$ cat src/hw/link_sel_pkg.sv
// Overview of operation
// - At power-up light all indicators, then alternate USB and serial indicators.
// - Automatic selection attaches to whichever host link is receiving data.
// - An attached link blinks only its own indicator, USB or serial.
// - With no data on any link, stay scanning with alternating indicators.
// - Button press locks one link and holds its indicator steadily on.
// - A locked link's indicator blinks while data flows on that link.
// - Repeated presses step the states and return to automatic scanning.
// - One state is infrared test mode; remote keys drive the outputs.
// - Infrared test mode disables both USB and serial host links.
// - Remote keys toggle motors one to three on/off and fast/slow.
// - Receiver-select keys drive motor four; its speed is fixed.
// - Each motor output is forward, backward or off with eight speeds.
// - USB host link runs at full speed, 12 Mbit/s.
package link_sel_pkg;

  localparam int CLK_HZ           = 10_000_000;
  localparam int LAMP_TEST_MS     = 1000;
  localparam int BLINK_HALF_MS    = 250;
  localparam int ACTIVITY_HOLD_MS = 500;
  localparam int DEBOUNCE_MS      = 20;
  localparam int PWM_STEP_US      = 100;
  localparam int LAMP_TEST_CYC     = LAMP_TEST_MS * (CLK_HZ / 1000);
  localparam int BLINK_HALF_CYC    = BLINK_HALF_MS * (CLK_HZ / 1000);
  localparam int ACTIVITY_HOLD_CYC = ACTIVITY_HOLD_MS * (CLK_HZ / 1000);
  localparam int DEBOUNCE_CYC      = DEBOUNCE_MS * (CLK_HZ / 1000);
  localparam int PWM_STEP_CYC      = PWM_STEP_US * (CLK_HZ / 1_000_000);
  localparam int TMR_W             = 24;
  localparam int PRE_W             = 10;

  // USB link speed figure and the full-speed select level
  localparam int   USB_BIT_RATE   = 12_000_000;
  localparam logic USB_FULL_SPEED = 1'h1;

  localparam int             NUM_MOTORS    = 4;
  localparam int             NUM_IR_MOTORS = 3;
  localparam int             SPEED_W       = 3;
  localparam logic [2:0]     SPEED_FAST    = 3'h7;
  localparam logic [2:0]     SPEED_SLOW    = 3'h3;
  localparam logic [2:0]     SPEED_MOTOR4  = 3'h7;
  localparam int             IR_KEY_W      = 4;
  localparam logic [3:0]     KEY_ONOFF_BASE = 4'h0;
  localparam logic [3:0]     KEY_SPEED_BASE = 4'h3;
  localparam logic [3:0]     KEY_RX1        = 4'h6;
  localparam logic [3:0]     KEY_RX2        = 4'h7;

  typedef enum logic [1:0] {DIR_OFF, DIR_FWD, DIR_BWD} motor_dir_t;
  typedef struct packed {
    motor_dir_t         dir;
    logic [SPEED_W-1:0] speed;
  } motor_cmd_t;
  typedef struct packed {
    logic fwd;
    logic bwd;
  } motor_drive_t;
  typedef struct packed {
    logic usb;
    logic serial;
    logic ir;
  } led_t;
  typedef enum logic [2:0] {SEL_LAMP, SEL_AUTO, SEL_USB, SEL_SERIAL, SEL_IR} sel_mode_t;
  typedef enum logic [1:0] {ATT_NONE, ATT_USB, ATT_SERIAL} attach_t;

endpackage

$ cat src/hw/button_debounce.sv
`timescale 1ns/1ps
module button_debounce #(
  parameter int DEBOUNCE_CYC = link_sel_pkg::DEBOUNCE_CYC
) (
  input  wire logic core_clk,
  input  wire logic rst_n,
  input  wire logic clkEn,
  input  wire logic buttonPin,
  output logic      pressPulse
);
  import link_sel_pkg::*;

  logic             sync1_r;
  logic             sync2_r;
  logic             stable_r;
  logic             stable_nxt;
  logic [TMR_W-1:0] cnt_r;
  logic [TMR_W-1:0] cnt_nxt;
  logic             press_r;
  logic             press_nxt;

  // Filter: the synced level must differ from the stable one for the full window
  always_comb begin
    stable_nxt = stable_r;
    cnt_nxt    = '0;
    press_nxt  = 1'h0;
    if (sync2_r != stable_r) begin
      if (cnt_r == TMR_W'(DEBOUNCE_CYC - 1)) begin
        stable_nxt = sync2_r;
        press_nxt  = sync2_r; // Only the pressed edge counts
      end else begin
        cnt_nxt = cnt_r + TMR_W'(1);
      end
    end
  end

  // Pin passes two flops before the filter reads it
  always_ff @(posedge core_clk or negedge rst_n) begin
    if (!rst_n) begin
      sync1_r  <= 1'h0;
      sync2_r  <= 1'h0;
      stable_r <= 1'h0;
      cnt_r    <= '0;
      press_r  <= 1'h0;
    end else if (clkEn) begin
      sync1_r  <= buttonPin;
      sync2_r  <= sync1_r;
      stable_r <= stable_nxt;
      cnt_r    <= cnt_nxt;
      press_r  <= press_nxt;
    end
  end

  assign pressPulse = press_r && clkEn;
endmodule

$ cat src/hw/motor_pwm.sv
`timescale 1ns/1ps
module motor_pwm (
  input  wire logic                       core_clk,
  input  wire logic                       rst_n,
  input  wire logic                       clkEn,
  input  wire link_sel_pkg::motor_cmd_t   cmd,
  input  wire logic [2:0]                 pwmPhase,
  output link_sel_pkg::motor_drive_t      drive
);
  import link_sel_pkg::*;

  motor_drive_t drive_r;
  motor_drive_t drive_nxt;
  logic         onNow;

  // Speed n gives a duty of (n+1)/8, so eight levels plus off
  always_comb begin
    onNow         = (pwmPhase <= cmd.speed);
    drive_nxt.fwd = onNow && (cmd.dir == DIR_FWD);
    drive_nxt.bwd = onNow && (cmd.dir == DIR_BWD);
  end

  always_ff @(posedge core_clk or negedge rst_n) begin
    if (!rst_n) begin
      drive_r <= '0;
    end else if (clkEn) begin
      drive_r <= drive_nxt;
    end
  end

  assign drive = drive_r;
endmodule

$ cat src/hw/host_link_selector.sv
`timescale 1ns/1ps
module host_link_selector #(
  parameter int LAMP_TEST_CYC     = link_sel_pkg::LAMP_TEST_CYC,
  parameter int BLINK_HALF_CYC    = link_sel_pkg::BLINK_HALF_CYC,
  parameter int ACTIVITY_HOLD_CYC = link_sel_pkg::ACTIVITY_HOLD_CYC,
  parameter int DEBOUNCE_CYC      = link_sel_pkg::DEBOUNCE_CYC
) (
  input  wire logic                       core_clk,
  input  wire logic                       rst_n,
  input  wire logic                       clkEn,
  input  wire logic                       selectButton,
  input  wire logic                       usbRxPulse,
  input  wire logic                       serialRxPulse,
  input  wire logic                       irKeyValid,
  input  wire logic [3:0]                 irKeyCode,
  input  wire link_sel_pkg::motor_cmd_t   hostMotorCmd [link_sel_pkg::NUM_MOTORS],
  output logic                            usbLinkEnable,
  output logic                            serialLinkEnable,
  output logic                            usbFullSpeed,
  output link_sel_pkg::led_t              ledState,
  output link_sel_pkg::motor_drive_t      motorDrive [link_sel_pkg::NUM_MOTORS]
);
  import link_sel_pkg::*;

  // Key decoding shared by the on/off and speed paths of motors one to three
  function automatic logic isOnOffKey(input logic [3:0] code, input int m);
    isOnOffKey = (code == KEY_ONOFF_BASE + 4'(m));
  endfunction
  function automatic logic isSpeedKey(input logic [3:0] code, input int m);
    isSpeedKey = (code == KEY_SPEED_BASE + 4'(m));
  endfunction

  logic             pressPulse;
  sel_mode_t        mode_r;
  sel_mode_t        mode_nxt;
  logic [TMR_W-1:0] lampCnt_r;
  logic [TMR_W-1:0] lampCnt_nxt;
  logic [TMR_W-1:0] blinkCnt_r;
  logic [TMR_W-1:0] blinkCnt_nxt;
  logic             blinkPhase_r;
  logic             blinkPhase_nxt;
  logic [TMR_W-1:0] usbHold_r;
  logic [TMR_W-1:0] usbHold_nxt;
  logic [TMR_W-1:0] serialHold_r;
  logic [TMR_W-1:0] serialHold_nxt;
  attach_t          attach_r;
  attach_t          attach_nxt;
  logic             usbActive;
  logic             serialActive;
  logic             usbRxSeen;
  logic             serialRxSeen;
  motor_cmd_t       irCmd_r [NUM_MOTORS];
  motor_cmd_t       irCmd_nxt [NUM_MOTORS];
  motor_cmd_t       cmdSel [NUM_MOTORS];
  logic [PRE_W-1:0] pwmPre_r;
  logic [PRE_W-1:0] pwmPre_nxt;
  logic [2:0]       pwmPhase_r;
  logic [2:0]       pwmPhase_nxt;
  led_t             led_r;
  led_t             led_nxt;
  logic             usbEn_r;
  logic             usbEn_nxt;
  logic             serialEn_r;
  logic             serialEn_nxt;

  button_debounce #(
    .DEBOUNCE_CYC (DEBOUNCE_CYC)
  ) u_debounce (
    .core_clk   (core_clk),
    .rst_n      (rst_n),
    .clkEn      (clkEn),
    .buttonPin  (selectButton),
    .pressPulse (pressPulse)
  );

  // Mode sequencing: lamp test, then the button cycles through the link choices
  always_comb begin
    mode_nxt    = mode_r;
    lampCnt_nxt = lampCnt_r;
    case (mode_r)
      SEL_LAMP: begin
        if (lampCnt_r == TMR_W'(LAMP_TEST_CYC - 1)) begin
          mode_nxt = SEL_AUTO;
        end else begin
          lampCnt_nxt = lampCnt_r + TMR_W'(1);
        end
      end
      SEL_AUTO: begin
        if (pressPulse) mode_nxt = SEL_USB;
      end
      SEL_USB: begin
        if (pressPulse) mode_nxt = SEL_SERIAL;
      end
      SEL_SERIAL: begin
        if (pressPulse) mode_nxt = SEL_IR;
      end
      SEL_IR: begin
        if (pressPulse) mode_nxt = SEL_AUTO;
      end
      default: begin
        mode_nxt = SEL_AUTO;
      end
    endcase
  end

  always_ff @(posedge core_clk or negedge rst_n) begin
    if (!rst_n) begin
      mode_r    <= SEL_LAMP;
      lampCnt_r <= '0;
    end else if (clkEn) begin
      mode_r    <= mode_nxt;
      lampCnt_r <= lampCnt_nxt;
    end
  end

  // Shared blink clock so alternating indicators stay in exact antiphase
  always_comb begin
    blinkCnt_nxt   = blinkCnt_r + TMR_W'(1);
    blinkPhase_nxt = blinkPhase_r;
    if (blinkCnt_r == TMR_W'(BLINK_HALF_CYC - 1)) begin
      blinkCnt_nxt   = '0;
      blinkPhase_nxt = !blinkPhase_r;
    end
  end

  always_ff @(posedge core_clk or negedge rst_n) begin
    if (!rst_n) begin
      blinkCnt_r   <= '0;
      blinkPhase_r <= 1'h0;
    end else if (clkEn) begin
      blinkCnt_r   <= blinkCnt_nxt;
      blinkPhase_r <= blinkPhase_nxt;
    end
  end

  // Activity detection; a disabled link's receive strobes are ignored
  assign usbRxSeen    = usbRxPulse && usbEn_r;
  assign serialRxSeen = serialRxPulse && serialEn_r;
  assign usbActive    = (usbHold_r != '0);
  assign serialActive = (serialHold_r != '0);

  always_comb begin
    usbHold_nxt    = usbActive ? usbHold_r - TMR_W'(1) : '0;
    serialHold_nxt = serialActive ? serialHold_r - TMR_W'(1) : '0;
    if (usbRxSeen) usbHold_nxt = TMR_W'(ACTIVITY_HOLD_CYC);
    if (serialRxSeen) serialHold_nxt = TMR_W'(ACTIVITY_HOLD_CYC);
    attach_nxt = attach_r;
    if (mode_r != SEL_AUTO) begin
      attach_nxt = ATT_NONE;
    end else begin
      case (attach_r)
        ATT_NONE: begin
          // USB wins a tie; the other link is then ignored until this one idles
          if (usbRxSeen) attach_nxt = ATT_USB;
          else if (serialRxSeen) attach_nxt = ATT_SERIAL;
        end
        ATT_USB: begin
          if (!usbActive) attach_nxt = ATT_NONE;
        end
        ATT_SERIAL: begin
          if (!serialActive) attach_nxt = ATT_NONE;
        end
        default: begin
          attach_nxt = ATT_NONE;
        end
      endcase
    end
  end

  always_ff @(posedge core_clk or negedge rst_n) begin
    if (!rst_n) begin
      usbHold_r    <= '0;
      serialHold_r <= '0;
      attach_r     <= ATT_NONE;
    end else if (clkEn) begin
      usbHold_r    <= usbHold_nxt;
      serialHold_r <= serialHold_nxt;
      attach_r     <= attach_nxt;
    end
  end

  // Link enables and indicators, registered so the pins never glitch
  always_comb begin
    usbEn_nxt    = 1'h0;
    serialEn_nxt = 1'h0;
    led_nxt      = '0;
    case (mode_r)
      SEL_LAMP: begin
        led_nxt = '1;
      end
      SEL_AUTO: begin
        usbEn_nxt    = (attach_r != ATT_SERIAL);
        serialEn_nxt = (attach_r != ATT_USB);
        if (attach_r == ATT_NONE) begin
          led_nxt.usb    = blinkPhase_r;
          led_nxt.serial = !blinkPhase_r;
        end else begin
          led_nxt.usb    = (attach_r == ATT_USB) && blinkPhase_r;
          led_nxt.serial = (attach_r == ATT_SERIAL) && blinkPhase_r;
        end
      end
      SEL_USB: begin
        usbEn_nxt   = 1'h1;
        led_nxt.usb = usbActive ? blinkPhase_r : 1'h1;
      end
      SEL_SERIAL: begin
        serialEn_nxt   = 1'h1;
        led_nxt.serial = serialActive ? blinkPhase_r : 1'h1;
      end
      SEL_IR: begin
        led_nxt.ir = 1'h1; // Both host links stay off here
      end
      default: begin
        led_nxt = '0;
      end
    endcase
  end

  always_ff @(posedge core_clk or negedge rst_n) begin
    if (!rst_n) begin
      usbEn_r    <= 1'h0;
      serialEn_r <= 1'h0;
      led_r      <= '0;
    end else if (clkEn) begin
      usbEn_r    <= usbEn_nxt;
      serialEn_r <= serialEn_nxt;
      led_r      <= led_nxt;
    end
  end

  // Remote key handling; state is cleared on every entry to the test mode
  always_comb begin
    for (int m = 0; m < NUM_MOTORS; m++) begin
      irCmd_nxt[m] = irCmd_r[m];
    end
    if (mode_r != SEL_IR) begin
      for (int m = 0; m < NUM_IR_MOTORS; m++) begin
        irCmd_nxt[m] = '{dir: DIR_OFF, speed: SPEED_FAST};
      end
      irCmd_nxt[NUM_MOTORS-1] = '{dir: DIR_OFF, speed: SPEED_MOTOR4};
    end else if (irKeyValid) begin
      for (int m = 0; m < NUM_IR_MOTORS; m++) begin
        if (isOnOffKey(irKeyCode, m)) begin
          irCmd_nxt[m].dir = (irCmd_r[m].dir == DIR_OFF) ? DIR_FWD : DIR_OFF;
        end
        if (isSpeedKey(irKeyCode, m)) begin
          irCmd_nxt[m].speed = (irCmd_r[m].speed == SPEED_FAST) ? SPEED_SLOW : SPEED_FAST;
        end
      end
      // Receiver-select keys double as forward and backward for motor four
      if (irKeyCode == KEY_RX1) begin
        irCmd_nxt[NUM_MOTORS-1].dir = (irCmd_r[NUM_MOTORS-1].dir == DIR_FWD) ? DIR_OFF : DIR_FWD;
      end
      if (irKeyCode == KEY_RX2) begin
        irCmd_nxt[NUM_MOTORS-1].dir = (irCmd_r[NUM_MOTORS-1].dir == DIR_BWD) ? DIR_OFF : DIR_BWD;
      end
    end
  end

  always_ff @(posedge core_clk or negedge rst_n) begin
    if (!rst_n) begin
      for (int m = 0; m < NUM_MOTORS; m++) begin
        irCmd_r[m] <= '0;
      end
    end else if (clkEn) begin
      for (int m = 0; m < NUM_MOTORS; m++) begin
        irCmd_r[m] <= irCmd_nxt[m];
      end
    end
  end

  // Common pwm phase, one step per prescaler wrap
  always_comb begin
    pwmPre_nxt   = pwmPre_r + PRE_W'(1);
    pwmPhase_nxt = pwmPhase_r;
    if (pwmPre_r == PRE_W'(PWM_STEP_CYC - 1)) begin
      pwmPre_nxt   = '0;
      pwmPhase_nxt = pwmPhase_r + 3'h1;
    end
  end

  always_ff @(posedge core_clk or negedge rst_n) begin
    if (!rst_n) begin
      pwmPre_r   <= '0;
      pwmPhase_r <= '0;
    end else if (clkEn) begin
      pwmPre_r   <= pwmPre_nxt;
      pwmPhase_r <= pwmPhase_nxt;
    end
  end

  // Motors follow the remote in test mode, the host otherwise, nothing in lamp test
  genvar g;
  generate
    for (g = 0; g < NUM_MOTORS; g++) begin : gMotor
      always_comb begin
        if (mode_r == SEL_IR) cmdSel[g] = irCmd_r[g];
        else if (mode_r == SEL_LAMP) cmdSel[g] = '0;
        else cmdSel[g] = hostMotorCmd[g];
      end
      motor_pwm u_pwm (
        .core_clk (core_clk),
        .rst_n    (rst_n),
        .clkEn    (clkEn),
        .cmd      (cmdSel[g]),
        .pwmPhase (pwmPhase_r),
        .drive    (motorDrive[g])
      );
    end
  endgenerate

  assign usbLinkEnable    = usbEn_r;
  assign serialLinkEnable = serialEn_r;
  assign usbFullSpeed     = USB_FULL_SPEED;
  assign ledState         = led_r;
endmodule

$ cat config.mk
export PLATFORM = sky130hd
export DESIGN_NAME = host_link_selector
export DESIGN_NICKNAME = d
export VERILOG_FILES = /design/src/hw/link_sel_pkg.sv /design/src/hw/button_debounce.sv /design/src/hw/motor_pwm.sv /design/src/hw/host_link_selector.sv
export SDC_FILE = /design/constraint.sdc
export NUM_CORES = 1
export LEC_CHECK = 0
export CAP_MARGIN = 20
export CORE_MARGIN = 2
export CORE_UTILIZATION = 60
export DETAILED_ROUTE_END_ITERATION = 12
export DONT_BUFFER_PORTS = 1
export GPL_TIMING_DRIVEN = 1
export PLACE_DENSITY = 0.8
export SYNTH_ARGS = -nofsm -noshare
export SYNTH_HDL_FRONTEND = slang
export SYNTH_SLANG_ARGS = --single-unit
export TNS_END_PERCENT = 100
$ cat constraint.sdc
create_clock -name core_clk -period 3.05 [get_ports core_clk]
set_input_delay 0.1525 -clock core_clk [delete_from_list [all_inputs] [get_ports core_clk]]
set_output_delay 0.1525 -clock core_clk [all_outputs]
set_load 0.05 [all_outputs]
Yosys cells after proc, flatten, opt, wreduce, memory -nomap -nowiden
Cells that the tools add are included.
Operators by class
  bitwise operators: 1
  equal/unequal tests: 43
  mux-type cells: 56
  magnitude comparators: 4
  $add $sub $neg: 7
  reduce and logical (&&, ||, !) cells: 45
Operator list (count)
  2-to-1 mux 24 bit: 7
  adder 24 x 1 -> 24 bit (second input constant): 3
  nonzero test 24 bit: 2
  subtractor 24 x 1 -> 24 bit (second input constant): 2
  2-to-1 mux 5 bit: 8
  2-to-1 mux 17 bit: 2
  2-to-1 mux 3 bit: 11
  AND reduction 3 bit: 9
  == test 24 x 18 -> 1 bit (second input constant): 1
  == test 24 x 22 -> 1 bit (second input constant): 1
  == test 24 bit (second input constant): 1
  2-to-1 mux 2 bit: 12
  == test 4 x 3 -> 1 bit (second input constant): 4
  case mux 3 bit (5 select lines): 1
  nonzero test 2 bit: 7
  logical AND 1 bit: 13
  == test 2 x 1 -> 1 bit (second input constant): 6
  == test 2 bit (second input constant): 6
  == test 3 bit (second input constant): 4
  less-or-equal comparator 3 bit: 4
  inequality test 2 bit (second input constant): 6
  adder 10 x 1 -> 10 bit (second input constant): 1
  == test 10 bit (second input constant): 1
  2-to-1 mux 10 bit: 1
  24 further kinds: 43
Word-level totals
  register bits after elaboration: 174
  word-level logic and storage cells: 191
  output and inout port bits: 14

Longest topological paths before layout
Gate-level depths: netlist of run 1.
  word-level depth: 6
  depth in mapped cells: 11

Modules after synthesis
From an unflattened synthesis of run 1, not the netlist that was laid out.
Second synthesis, totals
  cell total of the unflattened synthesis: 974
  area, all modules: 9245.1 µm²
Modules (own cells, without submodules)
  host_link_selector: instances 1, cells an instance 737, sequential area each 3303.2 µm², area an instance 6961.7 µm²
  button_debounce: instances 1, cells an instance 165, sequential area each 700.7 µm², area an instance 1582.8 µm²
  motor_pwm: instances 4, cells an instance 18, sequential area each 50.0 µm², area an instance 175.2 µm²

Least setup slack after synthesis of run 1
Ideal clock, no wire load.
  path type: register -> register
  start point: register mode_r[0]
  end point: register gMotor[3].u_pwm.drive_r, in the netlist gMotor[3].u_pwm.drive[1]
  path slack: 0.714 ns
  data required time: 2.984 ns
  stages on the path, launching flop included: 11
  data arrival time: 2.270 ns
  buffers on the path: 3
  path through: dfrtp_1 -> clkbuf_1 -> or2_2 -> clkbuf_1 -> clkbuf_1 -> a22oi_1 -> ha_1 -> nor2b_1 -> o21a_1 -> o21ai_0 -> a22o_1
Between the ends
  cells in the longest elaborated chain, start to end: 5
  elaborated cells on any way between the ends: 7
  classes of those cells: 1 x order compare; 2 x eq/ne; 2 x mux; 2 x reduce/logical
Ends and longest elaborated chain
  start: declaration: RTL line host_link_selector.sv:34  | sel_mode_t mode_r;
  start signal: assignment: RTL line host_link_selector.sv:111  | mode_r <= mode_nxt;
  logical NOT 3 bit: RTL line host_link_selector.sv:298  | else if (mode_r == SEL_LAMP) cmdSel[g] = '0;
  2-to-1 mux 5 bit: RTL line host_link_selector.sv:298
  2-to-1 mux 5 bit *: RTL line host_link_selector.sv:297  | if (mode_r == SEL_IR) cmdSel[g] = irCmd_r[g];
  less-or-equal comparator 3 bit / == test 2 x 1 -> 1 bit (equally long branches): RTL line motor_pwm.sv:18, motor_pwm.sv:19
  logical AND 1 bit *: RTL line motor_pwm.sv:19  | drive_nxt.fwd = onNow && (cmd.dir == DIR_FWD);
  end signal: assignment: RTL line motor_pwm.sv:27  | drive_r <= drive_nxt;
  end: declaration: RTL line motor_pwm.sv:12  | motor_drive_t drive_r;
Mark *: on every way between the ends. The rest lies on a longest branch, timed or not.
A chain may end at the register's enable or synchronous reset.

Final worst setup path of run 1
  start point: register serialHold_r[18]
  end point: register serialHold_r[17]
Between the ends
  cells in the longest elaborated chain, start to end: 3
Ends and longest elaborated chain
  start: declaration: RTL line host_link_selector.sv:44  | logic [TMR_W-1:0] serialHold_r;
  start signal: assignment: RTL line host_link_selector.sv:177  | serialHold_r <= serialHold_nxt;
  nonzero test 24 bit: RTL line host_link_selector.sv:140  | assign serialActive = (serialHold_r != '0);
  2-to-1 mux 24 bit: RTL line host_link_selector.sv:144  | serialHold_nxt = serialActive ? serialHold_r - TMR_W'(1) : '0;
  2-to-1 mux 24 bit: RTL line host_link_selector.sv:146  | if (serialRxSeen) serialHold_nxt = TMR_W'(ACTIVITY_HOLD_CYC);
No other way between the ends.

==> results by group, run 1 <==
Timing
  – RSZ-0062 raised after global routing: no
  – Fin worst setup slack: just under 0.5 ns
  – Hold WS: -0.583 ns
  – Slew margin rel.: just over 50%
  – # setup viols final: 0
  – Fmax achieved: around 0.39 GHz
  – Tcrit/Tclk final: ~84%
  – Worst-margin pin slew: 0.730 ns
  – Final hold vios: between 150 and 200
  – Max-slew violations: 0
  – Max Clock Skew: between 0.008 and 0.009 ns
  – Minimum clock period: between 2 and 3 ns
  – Setup_tns: 0 ns

Final layout
  – Area of the multi-input gates: roughly 4600 um2
  – Fillers: around 1100
  – Post-layout nets: 987
  – Register area: 4200 um2
  – Final core utilization: 68.0%
  – Post-route insts no fill: roughly 1100
  – Commonest non-fill, non-tap cell in the layout: dfrtp_1
  – Layout cells sized above 1: under 10%
  – Most frequent cells in the layout: dfrtp_1 (168), nor2_1 (78), nand2_1 (71)
  – P&R area growth vs syn: 9.61%
  – Antenna cells: 0

Power and ir drop
  – PwrDens: between 500 and 600 nW/um2
  – IR drop worst, VDD: about 0.00044 V
  – Static leakage: ~4.2 nW

Flow run
  – Max Cap Viol: 0

Global route
  – Met2 Usage GRT: around 40%
  – Largest net degree at the start of global routing: 169
  – Initial antenna violation count: 0
  – Met1 Use GR: 35.2%
  – Gr busiest metal: met2
  – Vias in the first global route: 6751
  – GR Util All Layers: approximately 25%
  – Gr ovfl total: 0
  – Grt met3 use: under 10%
  – First-pass GRT wire length: 33500 um

Yosys
  – Synth Warn #: 0
  – Top-area cell type share of the netlist area: between 40% and 50%
  – Gate Count Post-Synth: just over 900
  – Syn nets: just under 1000
  – Cell area after synthesis: around 9100 um2
  – Synth cell types: around 70
  – Ys flop type: dfrtp_1
  – EDFF count, synth: 0
  – Sequential fraction of the synthesis area: a little under half
  – Cell accounting for the most synthesized area: dfrtp_1
  – Ys async rst share: between 90% and 100%
  – Top area cells in the synthesized netlist: dfrtp_1 (46%), xnor2_1 (5.7%), nor2_1 (3.2%), nand2_1 (2.9%), ha_1 (2.9%)
  – Yosys reg bits: between 150 and 200
  – Syn Area/Cell: between 9 and 10 um2

Route
  – Post-DRT Antenna Nets: 0
  – Vias per cell: around 6.3
  – Post-route DRC: 0
  – Vias: approximately 7200
  – Final wirelength: 19500 um
  – Detailed Route Iter0 Violations: 610
  – Avg WL per Cell: ~17 um
  – Pre-antenna DRT Iters: 6

Place
  – Placed cells: 1086
  – RD Place Congestion: ~0.83
  – I/O Buffers: 0
  – DPL Wire Length: 12400 um
  – Place WS: between 0.5 and 0.6 ns

Critical path
  – Slowest CP cell: o31ai_4
  – Critical Path Most Common Cell: or4_4
  – Worst stage delay on the critical path: 0.60 ns
  – Cells along the critical path: or4_4, or4_4, o31ai_4, o21ai_0, a21o_1
  – Critical Path Fanout Max: 13
  – CP required: about 3.4 ns
  – Critical path endpoint category: register
  – Critical Path AT: between 2 and 3 ns
  – Critical path buffers and inverters: 0
  – Top delay family on crit path: simple AND/OR/NAND/NOR gates
  – Crit start category: register
  – WS Path Type: register to register

Clock tree
  – TritonCTS clock tree: yes
  – Clk_lat worst skew: around 0.43 ns
  – Root buf cell: clkbuf_16
  – Worst-path clk slew: about 0.07 ns
  – Hold buffer count at CTS: 14
  – Clock sinks: between 150 and 200
  – H-tree levels: 4
  – Clock tree buffer depth: 2
  – CTS buffer count: 17

Floorplan
  – Initial core utilization: about three fifths
  – Die width: about 130 um
  – Die area: about 16000 um2
  – IO Pins: 45
  – # rows: 44
  – Die Ht: between 100 and 150 um
  – Core area: roughly 15000 um2

Status
  – Failing checks: hold timing
  – Status: complete, but fails checks

Worst hold path
  – Hold WC Path Type: input pin to asynchronous set/reset pin
-- stage by stage --
stage | hold slack, ns | power [mW] | area, um2
2_1_floorplan | -0.143 | 3.29 | 9080
3_3_place_gp | -0.138 | 3.40 | 9180
3_5_place_dp | -0.138 | 3.43 | 9180
4_1_cts | -0.595 | 5.73 | 9950
5_1_grt | -0.603 | 5.96 | 9950
6_report | -0.583 | 5.70 | 9950
-- area by class of cell --
type | count | area share (%)
clock buffer | 22 | 4.46
clock inverter | 10 | 1.70
sequential | 168 | 42.2
tap | 184 | 2.31
inverter | 24 | 0.905
multi-input combinational | 700 | 46.0
timing repair buffer | 24 | 2.34
-- sequential cells by signal, summed over array words and instances (netlist names), 2 cells and up --
register and cells:
attach_r 2, blinkCnt_r 24, gMotor.u_pwm.drive 8, irCmd_r 12
lampCnt_r 24, ledState 3, mode_r 3, pwmPhase_r 3
pwmPre_r 10, serialHold_r 24, u_debounce.cnt_r 24, usbHold_r 24
-- per-layer routing --
layer | part of all wire (%) | up-vias
met2 | 48 | 181
li1 | - | 3442
met4 | 1.6 | 0
met3 | 4.6 | 30
met1 | 46 | 3519
met5 | 0 | -
-- report_power, final --
group,switching [mW],internal [mW],leakage (nW)
registers,0.326,2.46,2.17
logic,0.324,0.323,1.71
clock network,0.888,1.38,0.286
total,1.54,4.17,4.17
-- path summary, 6_finish.rpt --
check / from / end / slack (ns) / cells past startpoint
worst max-delay path: serialHold_r[18]$_DFFE_PN0P_ / serialHold_r[17]$_DFFE_PN0P_ / 0.50 / 5
worst min-delay path: rst_n / blinkCnt_r[19]$_DFFE_PN0P_ / -0.58 / 0
worst max register to register: serialHold_r[18]$_DFFE_PN0P_ / serialHold_r[17]$_DFFE_PN0P_ / 0.50 / 5
worst min register to register: blinkCnt_r[23]$_DFFE_PN0P_ / blinkCnt_r[23]$_DFFE_PN0P_ / 0.47 / 1
max in group asynchronous: rst_n / irCmd_r[3]$_DFFE_PN0P_ / 3.32 / 0
min in group core_clk: irKeyCode[2] / irCmd_r[12]$_DFFE_PN0P_ / 0.02 / 3
-- cells in the mapped netlist, drive strengths merged (21+ instances only) --
cell type	number
inv	24
and3	30
dfrtp	168
nor2	78
a21oi	22
nor3	39
ha	21
clkbuf	30
nor4	24
nand4	26
nand2	72
o21ai	44
nand3	50
xnor2	59
-- cell families (layout without fill, tap and decap cells) --
kind of cell             count (synthesis)  in the layout  share of synthesized area [%]
buffers and inverters                   66             80                           3.24
flip-flops                             168            168                           46.3
AND/OR/NAND/NOR                        413            413                           24.5
adder cells (fa/ha/maj)                 21             21                           2.89
AO/OA/AOI/OAI                          172            172                           13.7
XOR/XNOR                                78             78                           7.52
other                                    1              1                         0.0413
multiplexers                            15             15                           1.76
-- repair_timing --
action | 4_1_cts | 5_1_grt
buffers inserted | 0 | 0
endpoints found under the hold margin | 242 | 168
resized for setup | 0 | 0
(Power assumes the default switching activity.)
==> run 2, diff against run 1 <==
Clock period 3.05 ns to 2.5 ns, I/O delays scaled along.
==> results by group, run 2 (synthesized netlist as in run 1, its figures left out) <==
Clock tree
  – Hold buffer count at CTS: 14 (unchanged)
  – Clk_lat worst skew: 0.43 ns (about the same)
  – Post-CTS Setup Inserts: 0 (unchanged)
  – H-tree levels: 4 (unchanged)
  – Clock tree buffer depth: 2 (unchanged)
  – CTS buffer count: 17 (unchanged)
  – Clock sinks: 168 (unchanged)
  – Worst-path clk slew: 0.06 ns (was 0.07 ns)
  – Root buf cell: clkbuf_16 (unchanged)
  – TritonCTS clock tree: yes (unchanged)
  – PostCTS Resize Cnt: 0 (unchanged)

Floorplan
  – # rows: 44 (unchanged)
  – Die width: 127 um (unchanged)
  – Die area: 16100 um2 (unchanged)
  – Initial core utilization: 62.0% (unchanged)
  – IO Pins: 45 (unchanged)
  – Core area: 14600 um2 (unchanged)
  – Die Ht: 127 um (unchanged)

Timing
  – Fmax achieved: 0.415 GHz (was 0.391 GHz)
  – Minimum clock period: 2.41 ns (was 2.55 ns)
  – Worst-margin pin slew: 0.627 ns (was 0.730 ns)
  – Max-slew violations: 0 (unchanged)
  – Slew margin rel.: 58.2% (was 51.0%)
  – Final hold vios: 168 (unchanged)
  – # setup viols final: 0 (unchanged)
  – Setup_tns: 0 ns (unchanged)
  – Fin worst setup slack: 0.0897 ns (was 0.496 ns)
  – Hold WS: -0.611 ns (was -0.583 ns)
  – Max Clock Skew: 0.00827 ns (was 0.00807 ns)
  – Tcrit/Tclk final: 96.4% (was 83.8%)
  – RSZ-0062 raised after global routing: no (unchanged)

Place
  – I/O Buffers: 0 (unchanged)
  – DPL Wire Length: 12900 um (was 12400 um)
  – Dpl cell area: 9350 um2 (was 9180 um2)
  – RD Place Congestion: 0.864 (was 0.825)
  – Place WS: 0.134 ns (was 0.508 ns)
  – Placed cells: 1108 (was 1086)

Final layout
  – Layout cells sized above 1: 9.28% (was 6.75%)
  – Post-route insts no fill: 1154 (was 1132)
  – Antenna cells: 0 (unchanged)
  – P&R area growth vs syn: 11.9% (was 9.61%)
  – Final core utilization: 69.4% (was 68.0%)
  – Fillers: 1095 (was 1089)
  – Most frequent cells in the layout: dfrtp_1 (168), nor2_1 (78), nand2_1 (71) (unchanged)
  – Commonest non-fill, non-tap cell in the layout: dfrtp_1 (unchanged)
  – Post-layout nets: 1009 (was 987)
  – Final instance area: 10200 um2 (was 9950 um2)

Route
  – Metal3 WL: 931 um (was 901 um)
  – Vias per cell: 6.33 (was 6.34)
  – Post-DRT Antenna Nets: 0 (unchanged)
  – Detailed Route Iter0 Violations: 629 (was 610)
  – Final wirelength: 20300 um (was 19500 um)
  – WL met2: 10100 um (was 9300 um)
  – Avg WL per Cell: 17.6 um (was 17.2 um)
  – Post-route DRC: 0 (unchanged)
  – DR top layer: met4 (unchanged)
  – Metal-1 WL: 8950 um (about the same)
  – Pre-antenna DRT Iters: 5 (was 6)
  – Vias: 7300 (was 7172)

Critical path
  – Critical Path AT: 2.72 ns (was 2.88 ns)
  – Crit start category: register (unchanged)
  – WS Path Type: register to register (unchanged)
  – Critical path endpoint category: register (unchanged)
  – Critical Path Fanout Max: 14 (was 13)
  – CP required: 2.81 ns (was 3.38 ns)

Worst hold path
  – Hold WC Path Type: input pin to asynchronous set/reset pin (unchanged)

Status
  – Failing checks: hold timing (unchanged)
  – Status: complete, but fails checks (unchanged)

Global route
  – Vias in the first global route: 7223 (was 6751)
  – Gr ovfl total: 0 (unchanged)
  – Initial antenna violation count: 0 (unchanged)
  – GR Util All Layers: 26.5% (was 25.5%)
  – Largest net degree at the start of global routing: 169 (unchanged)
  – First-pass GRT wire length: 34900 um (was 33500 um)

Power and ir drop
  – IR drop worst, VDD: 0.000560 V (was 0.000436 V)
  – PwrDens: 700 nW/um2 (was 573 nW/um2)
  – Pwr Total: 7.12 mW (was 5.70 mW)
  – Static leakage: 4.30 nW (was 4.17 nW)

Flow run
  – Max Cap Viol: 0 (unchanged)
==> run 2: changes by cell type in the layout (fill, tap and decap cells not counted) <==
cell and change:
buf_4 +22, clkbuf_8 +5, clkbuf_1 -4, clkinv_4 +1, clkinvlp_4 -1, inv_6 -1
==> run 2: path summary, 6_finish.rpt <==
check	start	to	slack, ns	cells past startpoint
worst max-delay path	serialHold_r[18]$_DFFE_PN0P_	serialHold_r[19]$_DFFE_PN0P_	0.09	6
worst min-delay path	rst_n	blinkCnt_r[14]$_DFFE_PN0P_	-0.61	0
worst max register to register	serialHold_r[18]$_DFFE_PN0P_	serialHold_r[19]$_DFFE_PN0P_	0.09	6
worst min register to register	irCmd_r[11]$_DFFE_PN0P_	irCmd_r[11]$_DFFE_PN0P_	0.47	1
max in group asynchronous	rst_n	u_debounce.cnt_r[22]$_DFFE_PN0P_	2.89	0
min in group core_clk	irKeyCode[0]	irCmd_r[3]$_DFFE_PN0P_	0.02	3
==> run 2: final cells by class <==
cell class	count	area (um2)	share of cell area [%]
Inverter	24	90.1	0.886
Sequential cell	168	4200	41.4
Tap cell	184	230	2.27
Clock inverter	9	161	1.59
Multi-Input combinational cell	700	4580	45.1
Clock buffer	23	498	4.90
Timing Repair Buffer	46	398	3.92
==> run 2: routing by layer <==
layer	track usage, %	vias up
li1	-	3479
met1	35.3	3585
met2	43.3	198
met3	5.57	38
met4	9.24	0
met5	0	-
==> run 2: power breakdown <==
part / internal (mW) / switching [mW]
sequential: 3.01 / 0.390
combinational: 0.406 / 0.417
clock: 1.81 / 1.08
total: 5.23 / 1.89
==> run 2: worst max-delay path, cell delays in order (launching register included) <==
cell,delay [ns]
dfrtp_1,0.41
or4_4,0.57
or4_4,0.51
nor3_4,0.21
buf_4,0.22
o41ai_1,0.10
a22o_1,0.27
==> run 3, diff against run 2 <==
Settings changed: ABC_AREA set to 1, CORE_UTILIZATION 60 to 55, PLACE_DENSITY 0.8 to 0.74.
==> results by group, run 3 <==
Global route
  – GR Util All Layers: 25.3% (was 26.5%)
  – Initial antenna violation count: 0 (unchanged)
  – Largest net degree at the start of global routing: 169 (unchanged)
  – Vias in the first global route: 8824 (was 7223)
  – Gr ovfl total: 0 (unchanged)
  – First-pass GRT wire length: 41000 um (was 34900 um)

Yosys
  – Synth Warn #: 0 (unchanged)
  – Synth top cells by count: nand2_1 (398), nor2_1 (210), inv_1 (187) (was dfrtp_1 (168), nor2_1 (78), nand2_1 (71))
  – Top area cells in the synthesized netlist: dfrtp_1 (41%), nand2_1 (15%), nor2_1 (7.7%), inv_1 (6.8%), nand3_1 (5.6%) (was dfrtp_1 (46%), xnor2_1 (5.7%), nor2_1 (3.2%), nand2_1 (2.9%), ha_1 (2.9%))
  – Synth cell types: 42 (was 69)
  – Cell accounting for the most synthesized area: dfrtp_1 (unchanged)
  – Cell area after synthesis: 10300 um2 (was 9080 um2)
  – Syn nets: 1498 (was 986)
  – Gate Count Post-Synth: 1446 (was 934)
  – EDFF count, synth: 0 (unchanged)
  – Top-area cell type share of the netlist area: 40.9% (was 46.3%)
  – Most common cell in the netlist: nand2_1 (was dfrtp_1)
  – Sequential fraction of the synthesis area: 40.9% (was 46.3%)
  – Ys async rst share: 100% (unchanged)
  – Ys flop type: dfrtp_1 (unchanged)
  – Yosys reg bits: 168 (unchanged)
  – Syn Area/Cell: 7.10 um2 (was 9.72 um2)

Clock tree
  – Hold buffer count at CTS: 14 (unchanged)
  – Root buf cell: clkbuf_16 (unchanged)
  – TritonCTS clock tree: yes (unchanged)
  – PostCTS Resize Cnt: 0 (unchanged)
  – Clk_lat worst skew: 0.44 ns (was 0.43 ns)
  – CTS buffer count: 17 (unchanged)
  – Clock tree buffer depth: 2 (unchanged)
  – Clock sinks: 168 (unchanged)
  – H-tree levels: 4 (unchanged)
  – Post-CTS Setup Inserts: 0 (unchanged)
  – Worst-path clk slew: 0.07 ns (was 0.06 ns)

Timing
  – RSZ-0062 raised after global routing: no (unchanged)
  – Max Clock Skew: 0.00973 ns (was 0.00827 ns)
  – Slew margin rel.: 56.2% (was 58.2%)
  – Minimum clock period: 2.13 ns (was 2.41 ns)
  – # setup viols final: 0 (unchanged)
  – Tcrit/Tclk final: 85.1% (was 96.4%)
  – Fin worst setup slack: 0.373 ns (was 0.0897 ns)
  – Final hold vios: 168 (unchanged)
  – Fmax achieved: 0.470 GHz (was 0.415 GHz)
  – Max-slew violations: 0 (unchanged)
  – Worst-margin pin slew: 0.655 ns (was 0.627 ns)
  – Hold WS: -0.616 ns (was -0.611 ns)
  – Setup_tns: 0 ns (unchanged)

Critical path
  – CP required: 2.84 ns (was 2.81 ns)
  – Critical path endpoint category: register (unchanged)
  – Cells along the critical path: nor2_4, nand2_2, o21ai_0, inv_1, ha_1, a21oi_1, o21ai_0, nand2_1, nand2_1, o31ai_1 (was or4_4, or4_4, nor3_4, buf_4, o41ai_1, a22o_1)
  – Slowest CP cell: dfrtp_1 (was or4_4)
  – Critical path buffers and inverters: 1 (unchanged)
  – Critical Path Fanout Max: 18 (was 14)
  – Worst stage delay on the critical path: 0.43 ns (was 0.57 ns)
  – WS Path Type: register to register (unchanged)
  – Crit start category: register (unchanged)
  – Top delay family on crit path: compound AO/OA/AOI/OAI gates (was simple AND/OR/NAND/NOR gates)
  – Critical Path AT: 2.47 ns (was 2.72 ns)

Floorplan
  – Die area: 19800 um2 (was 16100 um2)
  – Die Ht: 141 um (was 127 um)
  – Die width: 141 um (was 127 um)
  – # rows: 49 (was 44)
  – IO Pins: 45 (unchanged)
  – Initial core utilization: 56.6% (was 62.0%)
  – Core area: 18100 um2 (was 14600 um2)

Final layout
  – Post-layout nets: 1511 (was 1009)
  – Layout cells sized above 1: 5.10% (was 9.28%)
  – Commonest non-fill, non-tap cell in the layout: nand2_1 (was dfrtp_1)
  – Antenna cells: 0 (unchanged)
  – Fillers: 1667 (was 1095)
  – P&R area growth vs syn: 8.96% (was 11.9%)
  – Register area: 4200 um2 (unchanged)
  – Post-route insts no fill: 1700 (was 1154)
  – Most frequent cells in the layout: nand2_1 (398), nor2_1 (210), inv_1 (187) (was dfrtp_1 (168), nor2_1 (78), nand2_1 (71))
  – Area of the multi-input gates: 5190 um2 (was 4580 um2)

Power and ir drop
  – PwrDens: 633 nW/um2 (was 700 nW/um2)
  – Pwr Total: 7.08 mW (was 7.12 mW)
  – Static leakage: 5.43 nW (was 4.30 nW)
  – IR drop worst, VDD: 0.000516 V (was 0.000560 V)

Route
  – Vias per cell: 5.38 (was 6.33)
  – Post-route DRC: 0 (unchanged)
  – Final wirelength: 24000 um (was 20300 um)
  – Detailed Route Iter0 Violations: 640 (was 629)
  – Vias: 9149 (was 7300)
  – Pre-antenna DRT Iters: 5 (unchanged)
  – Avg WL per Cell: 14.1 um (was 17.6 um)
  – Post-DRT Antenna Nets: 0 (unchanged)

Place
  – Placed cells: 1655 (was 1108)
  – RD Place Congestion: 0.880 (was 0.864)
  – DPL Wire Length: 16500 um (was 12900 um)
  – Place WS: 0.384 ns (was 0.134 ns)
  – I/O Buffers: 0 (unchanged)

Status
  – Status: complete, but fails checks (unchanged)
  – Failing checks: hold timing (unchanged)

Worst hold path
  – Hold WC Path Type: input pin to asynchronous set/reset pin (unchanged)

Flow run
  – Max Cap Viol: 0 (unchanged)
run 3: where the power goes:
| part | leakage [nW] | total [mW] | switching (mW) | internal, mW |
|---|---|---|---|---|
| clock network | 0.273 | 2.60 | 1.13 | 1.48 |
| registers | 2.09 | 3.32 | 0.310 | 3.01 |
| logic | 3.06 | 1.15 | 0.731 | 0.424 |
| total | 5.43 | 7.08 | 2.17 | 4.91 |
run 3: worst paths after layout:
path | startpoint | endpoint | slack (ns) | depth (start not counted)
setup / recovery | mode_r[0]$_DFFE_PN0P_ | gMotor[0].u_pwm.drive[0]$_DFFE_PN0P_ | 0.37 | 10
hold / removal | rst_n | u_debounce.cnt_r[11]$_DFFE_PN0P_ | -0.62 | 0
setup reg to reg | mode_r[0]$_DFFE_PN0P_ | gMotor[0].u_pwm.drive[0]$_DFFE_PN0P_ | 0.37 | 10
hold reg to reg | irCmd_r[11]$_DFFE_PN0P_ | irCmd_r[11]$_DFFE_PN0P_ | 0.48 | 2
max in group asynchronous | rst_n | pwmPhase_r[1]$_DFFE_PN0P_ | 2.84 | 0
min in group core_clk | clkEn | u_debounce.cnt_r[3]$_DFFE_PN0P_ | 0.02 | 4
run 3: final cells by class:
cell class / count / share of cell area (%)
Sequential cell: 168 / 37.6
Tap cell: 229 / 2.56
Clock inverter: 13 / 1.33
Multi-Input combinational cell: 1057 / 46.4
Inverter: 195 / 6.54
Timing Repair Buffer: 20 / 1.81
Clock buffer: 18 / 3.83
run 3: per-layer routing:
| layer | GRT usage (%) | part of all wire, % |
|---|---|---|
| met5 | 0 | 0 |
| met4 | 6.58 | 1.2 |
| met3 | 4.89 | 5.9 |
| met2 | 41.3 | 47 |
| met1 | 35.0 | 46 |
run 3: metrics by stage:
| stage | hold slack (ns) | util [%] | cell area [um2] |
|---|---|---|---|
| finish | -0.616 | 61.7 | 11200 |
| global route | -0.640 | 61.7 | 11200 |
| CTS | -0.626 | 61.7 | 11200 |
| detailed placement | -0.160 | 57.6 | 10500 |
| global placement | -0.160 | 57.6 | 10500 |
| floorplan | -0.171 | - | 10300 |
run 3: cells by family after synthesis:
logic type	count (synthesis)	share of synthesized area, %
xor+xnor	66	5.63
other cells	1	0.0365
simple gates	845	35.5
fa+ha+maj	21	2.56
buf+inv	221	8.55
flops	168	40.9
compound gates	124	6.86
